File: src/hdl/afc_consts.vh
`ifndef AFC_CONSTS_VH
`define AFC_CONSTS_VH

// ****************************************
// register addresses
// ****************************************
`define AFC_ADDR_FILT0 6'h28
`define AFC_ADDR_FILT1 6'h29
`define AFC_ADDR_FILT2 6'h2a
`define AFC_ADDR_FILT3 6'h2b
`define AFC_ADDR_ZERO0 6'h30
`define AFC_ADDR_ZERO1 6'h31
`define AFC_ADDR_ZERO2 6'h32
`define AFC_ADDR_ZERO3 6'h33
`define AFC_ADDR_FULL0 6'h38
`define AFC_ADDR_FULL1 6'h39
`define AFC_ADDR_FULL2 6'h3a
`define AFC_ADDR_FULL3 6'h3b

// ****************************************
// reset values
// ****************************************
`define AFC_FILT_RST 16'h0500
`define AFC_ZERO_RST 24'h800000
`define AFC_FULL_TOP 4'h5
`define AFC_FULL_BOT 4'h0
`define AFC_PFSEL_RST 3'h5
`define AFC_DEC_RST 15'h0500

// ****************************************
// filter word fields
// ****************************************
`define AFC_MAP_BIT 15
`define AFC_RSV_HI 14
`define AFC_RSV_LO 12
`define AFC_PFEN_BIT 11
`define AFC_PFSEL_HI 10
`define AFC_PFSEL_LO 8
`define AFC_RSV7_BIT 7
`define AFC_ORD_HI 6
`define AFC_ORD_LO 5
`define AFC_RATE_HI 4
`define AFC_RATE_LO 0
`define AFC_DEC_HI 14
`define AFC_DEC_LO 0
`define AFC_ORD_SINC5 2'h0
`define AFC_ORD_SINC3 2'h3
`define AFC_DEC_MULT 6'h20
`define AFC_FILT_WMASK 16'h8f7f

`endif

File: src/hdl/afc_regs.v
// Behaviour
// filter order bits 6:5, 00 sinc5+sinc1, 11 sinc3
// rate code bits 4:0 selects output rate
// filter words setups 1-3, reset 0x0500
// zero-scale coefficient 24 bits, reset 0x800000
// zero-scale at 0x30 applies to setup 0
// zero-scale setups 1-3 at 0x31-0x33
// full-scale coefficient reset 0x5xxxx0; full_scale_coeff_r output resets to 0x000000
// full-scale at 0x38 applies to setup 0
// full-scale setups 1-3 at 0x39-0x3b
// filter word write restarts conversion sequence
// postfilter needs filter order 00
// direct map uses bits 14:0 as decimation
// codes 01, 10 fall back to default
`timescale 1ns/1ns
`default_nettype none
`include "afc_consts.vh"

module afc_regs #(
	parameter [15:0] FULL_MID0 = 16'h0000,
	parameter [15:0] FULL_MID1 = 16'h0000,
	parameter [15:0] FULL_MID2 = 16'h0000,
	parameter [15:0] FULL_MID3 = 16'h0000
) (
	input wire sys_clk,
	input wire reset,
	input wire reg_wr,
	input wire reg_rd,
	input wire [5:0] reg_addr,
	input wire [23:0] reg_wdata,
	input wire [1:0] conv_setup,
	output reg [23:0] reg_rdata_r,
	output reg reg_rvalid_r,
	output reg reg_hit_r,
	output reg conv_restart_r,
	output reg [1:0] filter_order_sel_r,
	output reg [4:0] output_rate_code_r,
	output reg postfilter_enable_r,
	output reg [2:0] postfilter_select_r,
	output reg direct_decimation_map_r,
	output reg [14:0] decimation_value_r,
	output reg [23:0] zero_scale_coeff_r,
	output reg [23:0] full_scale_coeff_r
);
	// ****************************************
	// address decode
	// ****************************************
	wire [3:0] filt_we;
	wire [3:0] zero_we;
	wire [3:0] full_we;
	wire [15:0] filt_q [0:3];
	wire [23:0] zero_q [0:3];
	wire [23:0] full_q [0:3];
	wire [1:0] ord_q [0:3];
	wire [4:0] rate_q [0:3];
	wire [3:0] pfen_q;
	wire [2:0] pfsel_q [0:3];
	wire [3:0] map_q;
	wire [14:0] dec_q [0:3];
	wire [1:0] idx;
	wire is_filt;
	wire is_zero;
	wire is_full;
	reg [23:0] rdata_nxt;
	reg [1:0] filter_order_sel_nxt;
	reg [4:0] output_rate_code_nxt;
	reg postfilter_enable_nxt;
	reg [2:0] postfilter_select_nxt;
	reg direct_decimation_map_nxt;
	reg [14:0] decimation_value_nxt;
	reg [23:0] zero_scale_coeff_nxt;
	reg [23:0] full_scale_coeff_nxt;

	assign idx = reg_addr[1:0];
	assign is_filt = (reg_addr >= `AFC_ADDR_FILT0) && (reg_addr <= `AFC_ADDR_FILT3);
	assign is_zero = (reg_addr >= `AFC_ADDR_ZERO0) && (reg_addr <= `AFC_ADDR_ZERO3);
	assign is_full = (reg_addr >= `AFC_ADDR_FULL0) && (reg_addr <= `AFC_ADDR_FULL3);

	// ****************************************
	// four setup slots
	// ****************************************
	genvar g;
	generate
		for (g = 0; g < 4; g = g + 1) begin : slot
			assign filt_we[g] = reg_wr && is_filt && (idx == g);
			assign zero_we[g] = reg_wr && is_zero && (idx == g);
			assign full_we[g] = reg_wr && is_full && (idx == g);
			afc_setup_slot #(
				.FULL_MID(g == 0 ? FULL_MID0 : g == 1 ? FULL_MID1 :
					g == 2 ? FULL_MID2 : FULL_MID3)
			) u_slot (
				.sys_clk(sys_clk),
				.reset(reset),
				.filt_we(filt_we[g]),
				.zero_we(zero_we[g]),
				.full_we(full_we[g]),
				.wr_data(reg_wdata),
				.filt_r(filt_q[g]),
				.zero_r(zero_q[g]),
				.full_r(full_q[g]),
				.eff_order_r(ord_q[g]),
				.eff_rate_r(rate_q[g]),
				.eff_pf_en_r(pfen_q[g]),
				.eff_pf_sel_r(pfsel_q[g]),
				.eff_map_r(map_q[g]),
				.eff_dec_r(dec_q[g])
			);
		end
	endgenerate

	// ****************************************
	// read mux
	// ****************************************
	always @* begin
		rdata_nxt = 24'h000000;
		case (reg_addr)
			`AFC_ADDR_FILT0: begin
				rdata_nxt = {8'h00, filt_q[0]};
			end
			`AFC_ADDR_FILT1: begin
				rdata_nxt = {8'h00, filt_q[1]};
			end
			`AFC_ADDR_FILT2: begin
				rdata_nxt = {8'h00, filt_q[2]};
			end
			`AFC_ADDR_FILT3: begin
				rdata_nxt = {8'h00, filt_q[3]};
			end
			`AFC_ADDR_ZERO0: begin
				rdata_nxt = zero_q[0];
			end
			`AFC_ADDR_ZERO1: begin
				rdata_nxt = zero_q[1];
			end
			`AFC_ADDR_ZERO2: begin
				rdata_nxt = zero_q[2];
			end
			`AFC_ADDR_ZERO3: begin
				rdata_nxt = zero_q[3];
			end
			`AFC_ADDR_FULL0: begin
				rdata_nxt = full_q[0];
			end
			`AFC_ADDR_FULL1: begin
				rdata_nxt = full_q[1];
			end
			`AFC_ADDR_FULL2: begin
				rdata_nxt = full_q[2];
			end
			`AFC_ADDR_FULL3: begin
				rdata_nxt = full_q[3];
			end
			default: begin
				rdata_nxt = 24'h000000;
			end
		endcase
	end

	// ****************************************
	// setup selection
	// ****************************************
	always @* begin
		filter_order_sel_nxt = ord_q[0];
		output_rate_code_nxt = rate_q[0];
		postfilter_enable_nxt = pfen_q[0];
		postfilter_select_nxt = pfsel_q[0];
		direct_decimation_map_nxt = map_q[0];
		decimation_value_nxt = dec_q[0];
		zero_scale_coeff_nxt = zero_q[0];
		full_scale_coeff_nxt = full_q[0];
		case (conv_setup)
			2'h1: begin
				filter_order_sel_nxt = ord_q[1];
				output_rate_code_nxt = rate_q[1];
				postfilter_enable_nxt = pfen_q[1];
				postfilter_select_nxt = pfsel_q[1];
				direct_decimation_map_nxt = map_q[1];
				decimation_value_nxt = dec_q[1];
				zero_scale_coeff_nxt = zero_q[1];
				full_scale_coeff_nxt = full_q[1];
			end
			2'h2: begin
				filter_order_sel_nxt = ord_q[2];
				output_rate_code_nxt = rate_q[2];
				postfilter_enable_nxt = pfen_q[2];
				postfilter_select_nxt = pfsel_q[2];
				direct_decimation_map_nxt = map_q[2];
				decimation_value_nxt = dec_q[2];
				zero_scale_coeff_nxt = zero_q[2];
				full_scale_coeff_nxt = full_q[2];
			end
			2'h3: begin
				filter_order_sel_nxt = ord_q[3];
				output_rate_code_nxt = rate_q[3];
				postfilter_enable_nxt = pfen_q[3];
				postfilter_select_nxt = pfsel_q[3];
				direct_decimation_map_nxt = map_q[3];
				decimation_value_nxt = dec_q[3];
				zero_scale_coeff_nxt = zero_q[3];
				full_scale_coeff_nxt = full_q[3];
			end
			default: begin
				filter_order_sel_nxt = ord_q[0];
				output_rate_code_nxt = rate_q[0];
				postfilter_enable_nxt = pfen_q[0];
				postfilter_select_nxt = pfsel_q[0];
				direct_decimation_map_nxt = map_q[0];
				decimation_value_nxt = dec_q[0];
				zero_scale_coeff_nxt = zero_q[0];
				full_scale_coeff_nxt = full_q[0];
			end
		endcase
	end

	// ****************************************
	// read port, restart, setup selection
	// ****************************************
	always @(posedge sys_clk) begin
		if (reset) begin
			reg_rdata_r <= 24'h000000;
			reg_rvalid_r <= 1'b0;
			reg_hit_r <= 1'b0;
			conv_restart_r <= 1'b0;
			filter_order_sel_r <= `AFC_ORD_SINC5;
			output_rate_code_r <= 5'h00;
			postfilter_enable_r <= 1'b0;
			postfilter_select_r <= 3'h0;
			direct_decimation_map_r <= 1'b0;
			decimation_value_r <= 15'h0000;
			zero_scale_coeff_r <= `AFC_ZERO_RST;
			full_scale_coeff_r <= 24'h000000;
		end else begin
			reg_rvalid_r <= reg_rd;
			reg_hit_r <= is_filt | is_zero | is_full;
			if (reg_rd) begin
				reg_rdata_r <= rdata_nxt;
			end
			conv_restart_r <= |filt_we;
			// coefficients follow the setup of the active conversion
			filter_order_sel_r <= filter_order_sel_nxt;
			output_rate_code_r <= output_rate_code_nxt;
			postfilter_enable_r <= postfilter_enable_nxt;
			postfilter_select_r <= postfilter_select_nxt;
			direct_decimation_map_r <= direct_decimation_map_nxt;
			decimation_value_r <= decimation_value_nxt;
			zero_scale_coeff_r <= zero_scale_coeff_nxt;
			full_scale_coeff_r <= full_scale_coeff_nxt;
		end
	end
endmodule // afc_regs

`default_nettype wire

File: src/hdl/afc_setup_slot.v
`timescale 1ns/1ns
`default_nettype none
`include "afc_consts.vh"

// ****************************************
// one setup: filter word, two coefficients
// ****************************************
module afc_setup_slot #(
	parameter [15:0] FULL_MID = 16'h0000
) (
	input wire sys_clk,
	input wire reset,
	input wire filt_we,
	input wire zero_we,
	input wire full_we,
	input wire [23:0] wr_data,
	output reg [15:0] filt_r,
	output reg [23:0] zero_r,
	output reg [23:0] full_r,
	output reg [1:0] eff_order_r,
	output reg [4:0] eff_rate_r,
	output reg eff_pf_en_r,
	output reg [2:0] eff_pf_sel_r,
	output reg eff_map_r,
	output reg [14:0] eff_dec_r
);
	reg [1:0] ord_nxt;
	reg [15:0] filt_nxt;

	// reserved codes fall back to sinc5+sinc1
	always @* begin
		// direct mapping keeps all fifteen decimation bits
		filt_nxt = wr_data[`AFC_MAP_BIT] ? wr_data[15:0] :
			(wr_data[15:0] & `AFC_FILT_WMASK);
		ord_nxt = wr_data[`AFC_ORD_HI:`AFC_ORD_LO];
		if (ord_nxt != `AFC_ORD_SINC3) begin
			ord_nxt = `AFC_ORD_SINC5;
		end
	end

	always @(posedge sys_clk) begin
		if (reset) begin
			filt_r <= `AFC_FILT_RST;
			zero_r <= `AFC_ZERO_RST;
			full_r <= {`AFC_FULL_TOP, FULL_MID, `AFC_FULL_BOT};
			eff_order_r <= `AFC_ORD_SINC5;
			eff_rate_r <= 5'h00;
			eff_pf_en_r <= 1'b0;
			eff_pf_sel_r <= `AFC_PFSEL_RST;
			eff_map_r <= 1'b0;
			eff_dec_r <= `AFC_DEC_RST;
		end else begin
			if (filt_we) begin
				filt_r <= filt_nxt;
				eff_map_r <= wr_data[`AFC_MAP_BIT];
				eff_dec_r <= filt_nxt[`AFC_DEC_HI:`AFC_DEC_LO];
				// direct mapping forces sinc3, rate code 0 and postfilter off; postfilter select is still stored
				eff_order_r <= wr_data[`AFC_MAP_BIT] ? `AFC_ORD_SINC3 : ord_nxt;
				eff_rate_r <= wr_data[`AFC_MAP_BIT] ? 5'h00 :
					wr_data[`AFC_RATE_HI:`AFC_RATE_LO];
				// postfilter only works with sinc5+sinc1
				eff_pf_en_r <= wr_data[`AFC_PFEN_BIT] & ~wr_data[`AFC_MAP_BIT]
					& (ord_nxt == `AFC_ORD_SINC5);
				eff_pf_sel_r <= wr_data[`AFC_PFSEL_HI:`AFC_PFSEL_LO];
			end
			if (zero_we) begin
				zero_r <= wr_data;
			end
			if (full_we) begin
				full_r <= wr_data;
			end
		end
	end
endmodule // afc_setup_slot

`default_nettype wire

File: config.mk
export PLATFORM = sky130hd
export DESIGN_NAME = afc_regs
export DESIGN_NICKNAME = d
export VERILOG_FILES = /design/src/hdl/afc_regs.v /design/src/hdl/afc_setup_slot.v
export VERILOG_INCLUDE_DIRS = /design/src /design/src/hdl
export SDC_FILE = /design/constraint.sdc
export NUM_CORES = 1
export LEC_CHECK = 0
export BUFFER_PORTS_ARGS = -buffer_cell sky130_fd_sc_hd__buf_2
export CORE_MARGIN = 1.5
export CORE_UTILIZATION = 40
export DETAILED_ROUTE_END_ITERATION = 10
export PLACE_DENSITY = 0.6
export SETUP_SLACK_MARGIN = 0.1
export SYNTH_ARGS = -nofsm -noshare
export SYNTH_HDL_FRONTEND = slang
export SYNTH_SLANG_ARGS = --single-unit
export TNS_END_PERCENT = 10
File: constraint.sdc
create_clock -name sys_clk -period 1.5 [get_ports sys_clk]
set_input_delay 0.075 -clock sys_clk [delete_from_list [all_inputs] [get_ports sys_clk]]
set_output_delay 0.075 -clock sys_clk [all_outputs]
set_load 0.03 [all_outputs]
==> flow_summary.ini <==
[status]
status = finished, final reports clean

[clock_tree]
ctsLongestPathBuffers = 3
worstSkewPairLatency_ns = 0.58
path_clk_slew_ns = 0.06
numCtsBuffers = 43
clockRootBuffer = clkbuf_16
cts_sinks = 382
h-tree-depth = 2
tritoncts = built
post-cts-setup-buffers = 0

[sta]
timing.fmax_mhz = 684
fin_tns_setup_ns = 0
slew_violations = 0
period_share_pct = 97.5
clock_skew_ns = 0.0158
tightest_slew_ns = 0.788
period_minus_slack_ns = 1.46
setup_viol = 0
finalHoldViolCount = 0
whs_ns = 0.0292
worst_slack_ns = 0.0380
relSlewSlack_pct = 47.5
rsz0062_at_grt = yes

[finish]
nets = 2090
final_common_cell = nand2_1
drive_above_1_share_pct = 23.9
final_cell_mix = nand2_1 (559), dfxtp_1 (363), a21oi_1 (304)
insertedDiodeCount = 0
syn2layout_area_growth_pct = 23.0
multi_input_area_sq_um = 8380
register_area_sq_um = 7670
final_core_util_pct = 49.7
num-fill-cells = 3918

[worst_setup_path]
path_class = flip-flop to flip-flop
cpMaxStageDelayCell = mux4_2
critical_path.endpoint_type = flip-flop
reg2reg_setup_slack_ns = 0.04
path_cells = mux4_2 -> a22o_4 -> a2111oi_4 -> o21ai_1
crit-reg2reg-launch = slot[3].u_slot.zero_r[3]
crit_fanout = 3
crit_buf_inv = 0
critical_path.top_delay_family = compound AO/OA/AOI/OAI gates
critPathLaunchType = flip-flop
crit_start = slot[3].u_slot.zero_r[3]
arrival_ns = 1.92
critPathMaxStageDelay_ns = 0.47
worstPathRequired_ns = 1.96

[place]
port_buffers = 137
hpwl_mm = 36.9
routabilityCongestion = 0.890
place_ws_ns = -0.454

[floorplanning]
dieArea_sq_um = 43400
core-area_sq_um = 41800
ioPinCount = 138
start_util_pct = 40.4
die_y_um = 208
die_w_um = 208
core.rowCount = 75

[min_path]
holdCritPathClass = input port to flip-flop
holdCritStartpoint = reg_addr[4]

[yosys]
ys_ff_latch = 382
synth_top_cell_by_area = dfxtp_1
yosysUniqueCellTypes = 50
synth_ff_type = dfxtp_1
synthesis.area_sq_um = 16900
synthTopCellsByArea = dfxtp_1 (45%), mux4_2 (13%), nand2_1 (13%)
synthesis.nets = 1936
yosysSeqAreaShare_pct = 45.3
ys.warnings.count = 0
syn_area_per_cell_sq_um = 8.88
yosysTopAreaCellShare_pct = 45.3
synth_edf_count = 0
synth-async-reset-ratio_pct = 0
synthCells = 1900

[global_routing]
grt_max_degree = 159
grt_pass1_wl_mm = 86.3
grt_pass1_vias = 14200
grt.overflow.total = 0
antenna_found_initial = 1
groute.usage.overall_pct = 25.8

[detailed_routing]
drt_wl_total_mm = 57.1
drtPass1Iterations = 5
num_vias = 14800
vias_per_cell = 5.65
drc = 0
postRouteAntennaNets = 0
dr.first_iter.drc_count = 1526
wire_per_inst_um = 21.7

[power]
power_per_cell_area_nw_per_um2 = 1080
power_mw = 22.4
ir_drop_mv = 0.831
p_leak_nw = 7.47

[job]
cap_violations = 0
-- metrics by stage --
| stage | area [sq um] | cells |
|---|---|---|
| 6_report | 20700 | 2627 |
| 5_1_grt | 20700 | 2627 |
| 4_1_cts | 20700 | 2627 |
| 3_5_place_dp | 18900 | 2522 |
| 3_3_place_gp | 18900 | 2522 |
| 2_1_floorplan | 16900 | 1900 |
-- final timing paths --
| path | endpoint | cells after the start |
|---|---|---|
| max | reg_rdata_r[3] | 4 |
| min | reg_hit_r | 3 |
| max reg2reg | reg_rdata_r[3] | 4 |
| min reg2reg | reg_rdata_r[21] | 2 |
-- metal layers --
layer	vias to the layer above	wire [um]	GRT usage (%)
met5	-	13	0
met4	2	1570	8.33
met3	102	4780	5.10
met2	678	26400	40.9
met1	7206	24300	35.4
li1	6844	-	-
-- worst min-delay path: cells and delay by family --
kind,cells,cell delay (ns)
compound gates,1,0.20
buf+inv,2,0.27
-- state kept, by name, summed over array words and instances, names as in the netlist, 2 cells and up --
register / cells
slot.u_slot.full_r: 96
slot.u_slot.zero_r: 96
slot.u_slot.filt_r: 34
slot.u_slot.eff_dec_r: 28
full_scale_coeff_r: 24
reg_rdata_r: 24
zero_scale_coeff_r: 24
slot.u_slot.eff_rate_r: 20
decimation_value_r: 13
output_rate_code_r: 5
slot.u_slot.eff_order_r: 4
slot.u_slot.eff_pf_en_r: 4
postfilter_select_r: 2
slot.u_slot.eff_map_r: 2
-- synth_stat cells (2+ instances only) --
library cell and n:
a221o_1 8, o22ai_1 3, buf_4 10, a2111oi_2 3, a211oi_1 4, buf_1 2
nor2_1 14, or3b_1 16, a21oi_1 305, and2_1 3, o21ai_1 13, dfxtp_1 382
and3_1 19, clkbuf_1 79, mux2_2 2, buf_6 5, nand3b_1 55, nor2b_1 78
nor4_1 8, and4bb_2 2, a31oi_1 3, a41oi_1 3, nand3_1 58, buf_2 105
a221oi_1 3, a32oi_1 6, nor3_1 3, nand2_1 562, a22o_1 6, a22oi_1 14
mux2i_1 6, or3_1 3, a32o_1 2, mux4_2 99
-- kinds of logic after synthesis --
family                 count (synthesis)  share of synthesized area (%)
and+or+nand+nor                      831                           22.6
buffers and inverters                201                           5.70
DFF                                  382                           45.3
muxes                                108                           13.8
AOI/OAI and AO/OA                    378                           12.5
-- power breakdown --
| part | leakage [nW] | switching (mW) | total [mW] | internal (mW) |
|---|---|---|---|---|
| clock | 0.721 | 4.31 | 10.8 | 6.53 |
| combinational | 3.66 | 0.879 | 1.38 | 0.498 |
| sequential | 3.09 | 0.0276 | 10.2 | 10.2 |
-- repair_timing --
item                       in CTS  in global routing
resized for setup              17                 24
hold endpoints to repair      246                  0
cloned                          0                  0
hold buffers                   26                  0
pin swaps                      11                 16
setup endpoints to repair       9                 46
-- final cells by class --
class | instances | area share (%)
Sequential cell | 382 | 37.0
Multi-Input combinational cell | 1317 | 40.4
Clock buffer | 70 | 6.56
Timing Repair Buffer | 310 | 12.3
Clock inverter | 9 | 0.489
Tap cell | 539 | 3.25
(Power assumes the default switching activity.)
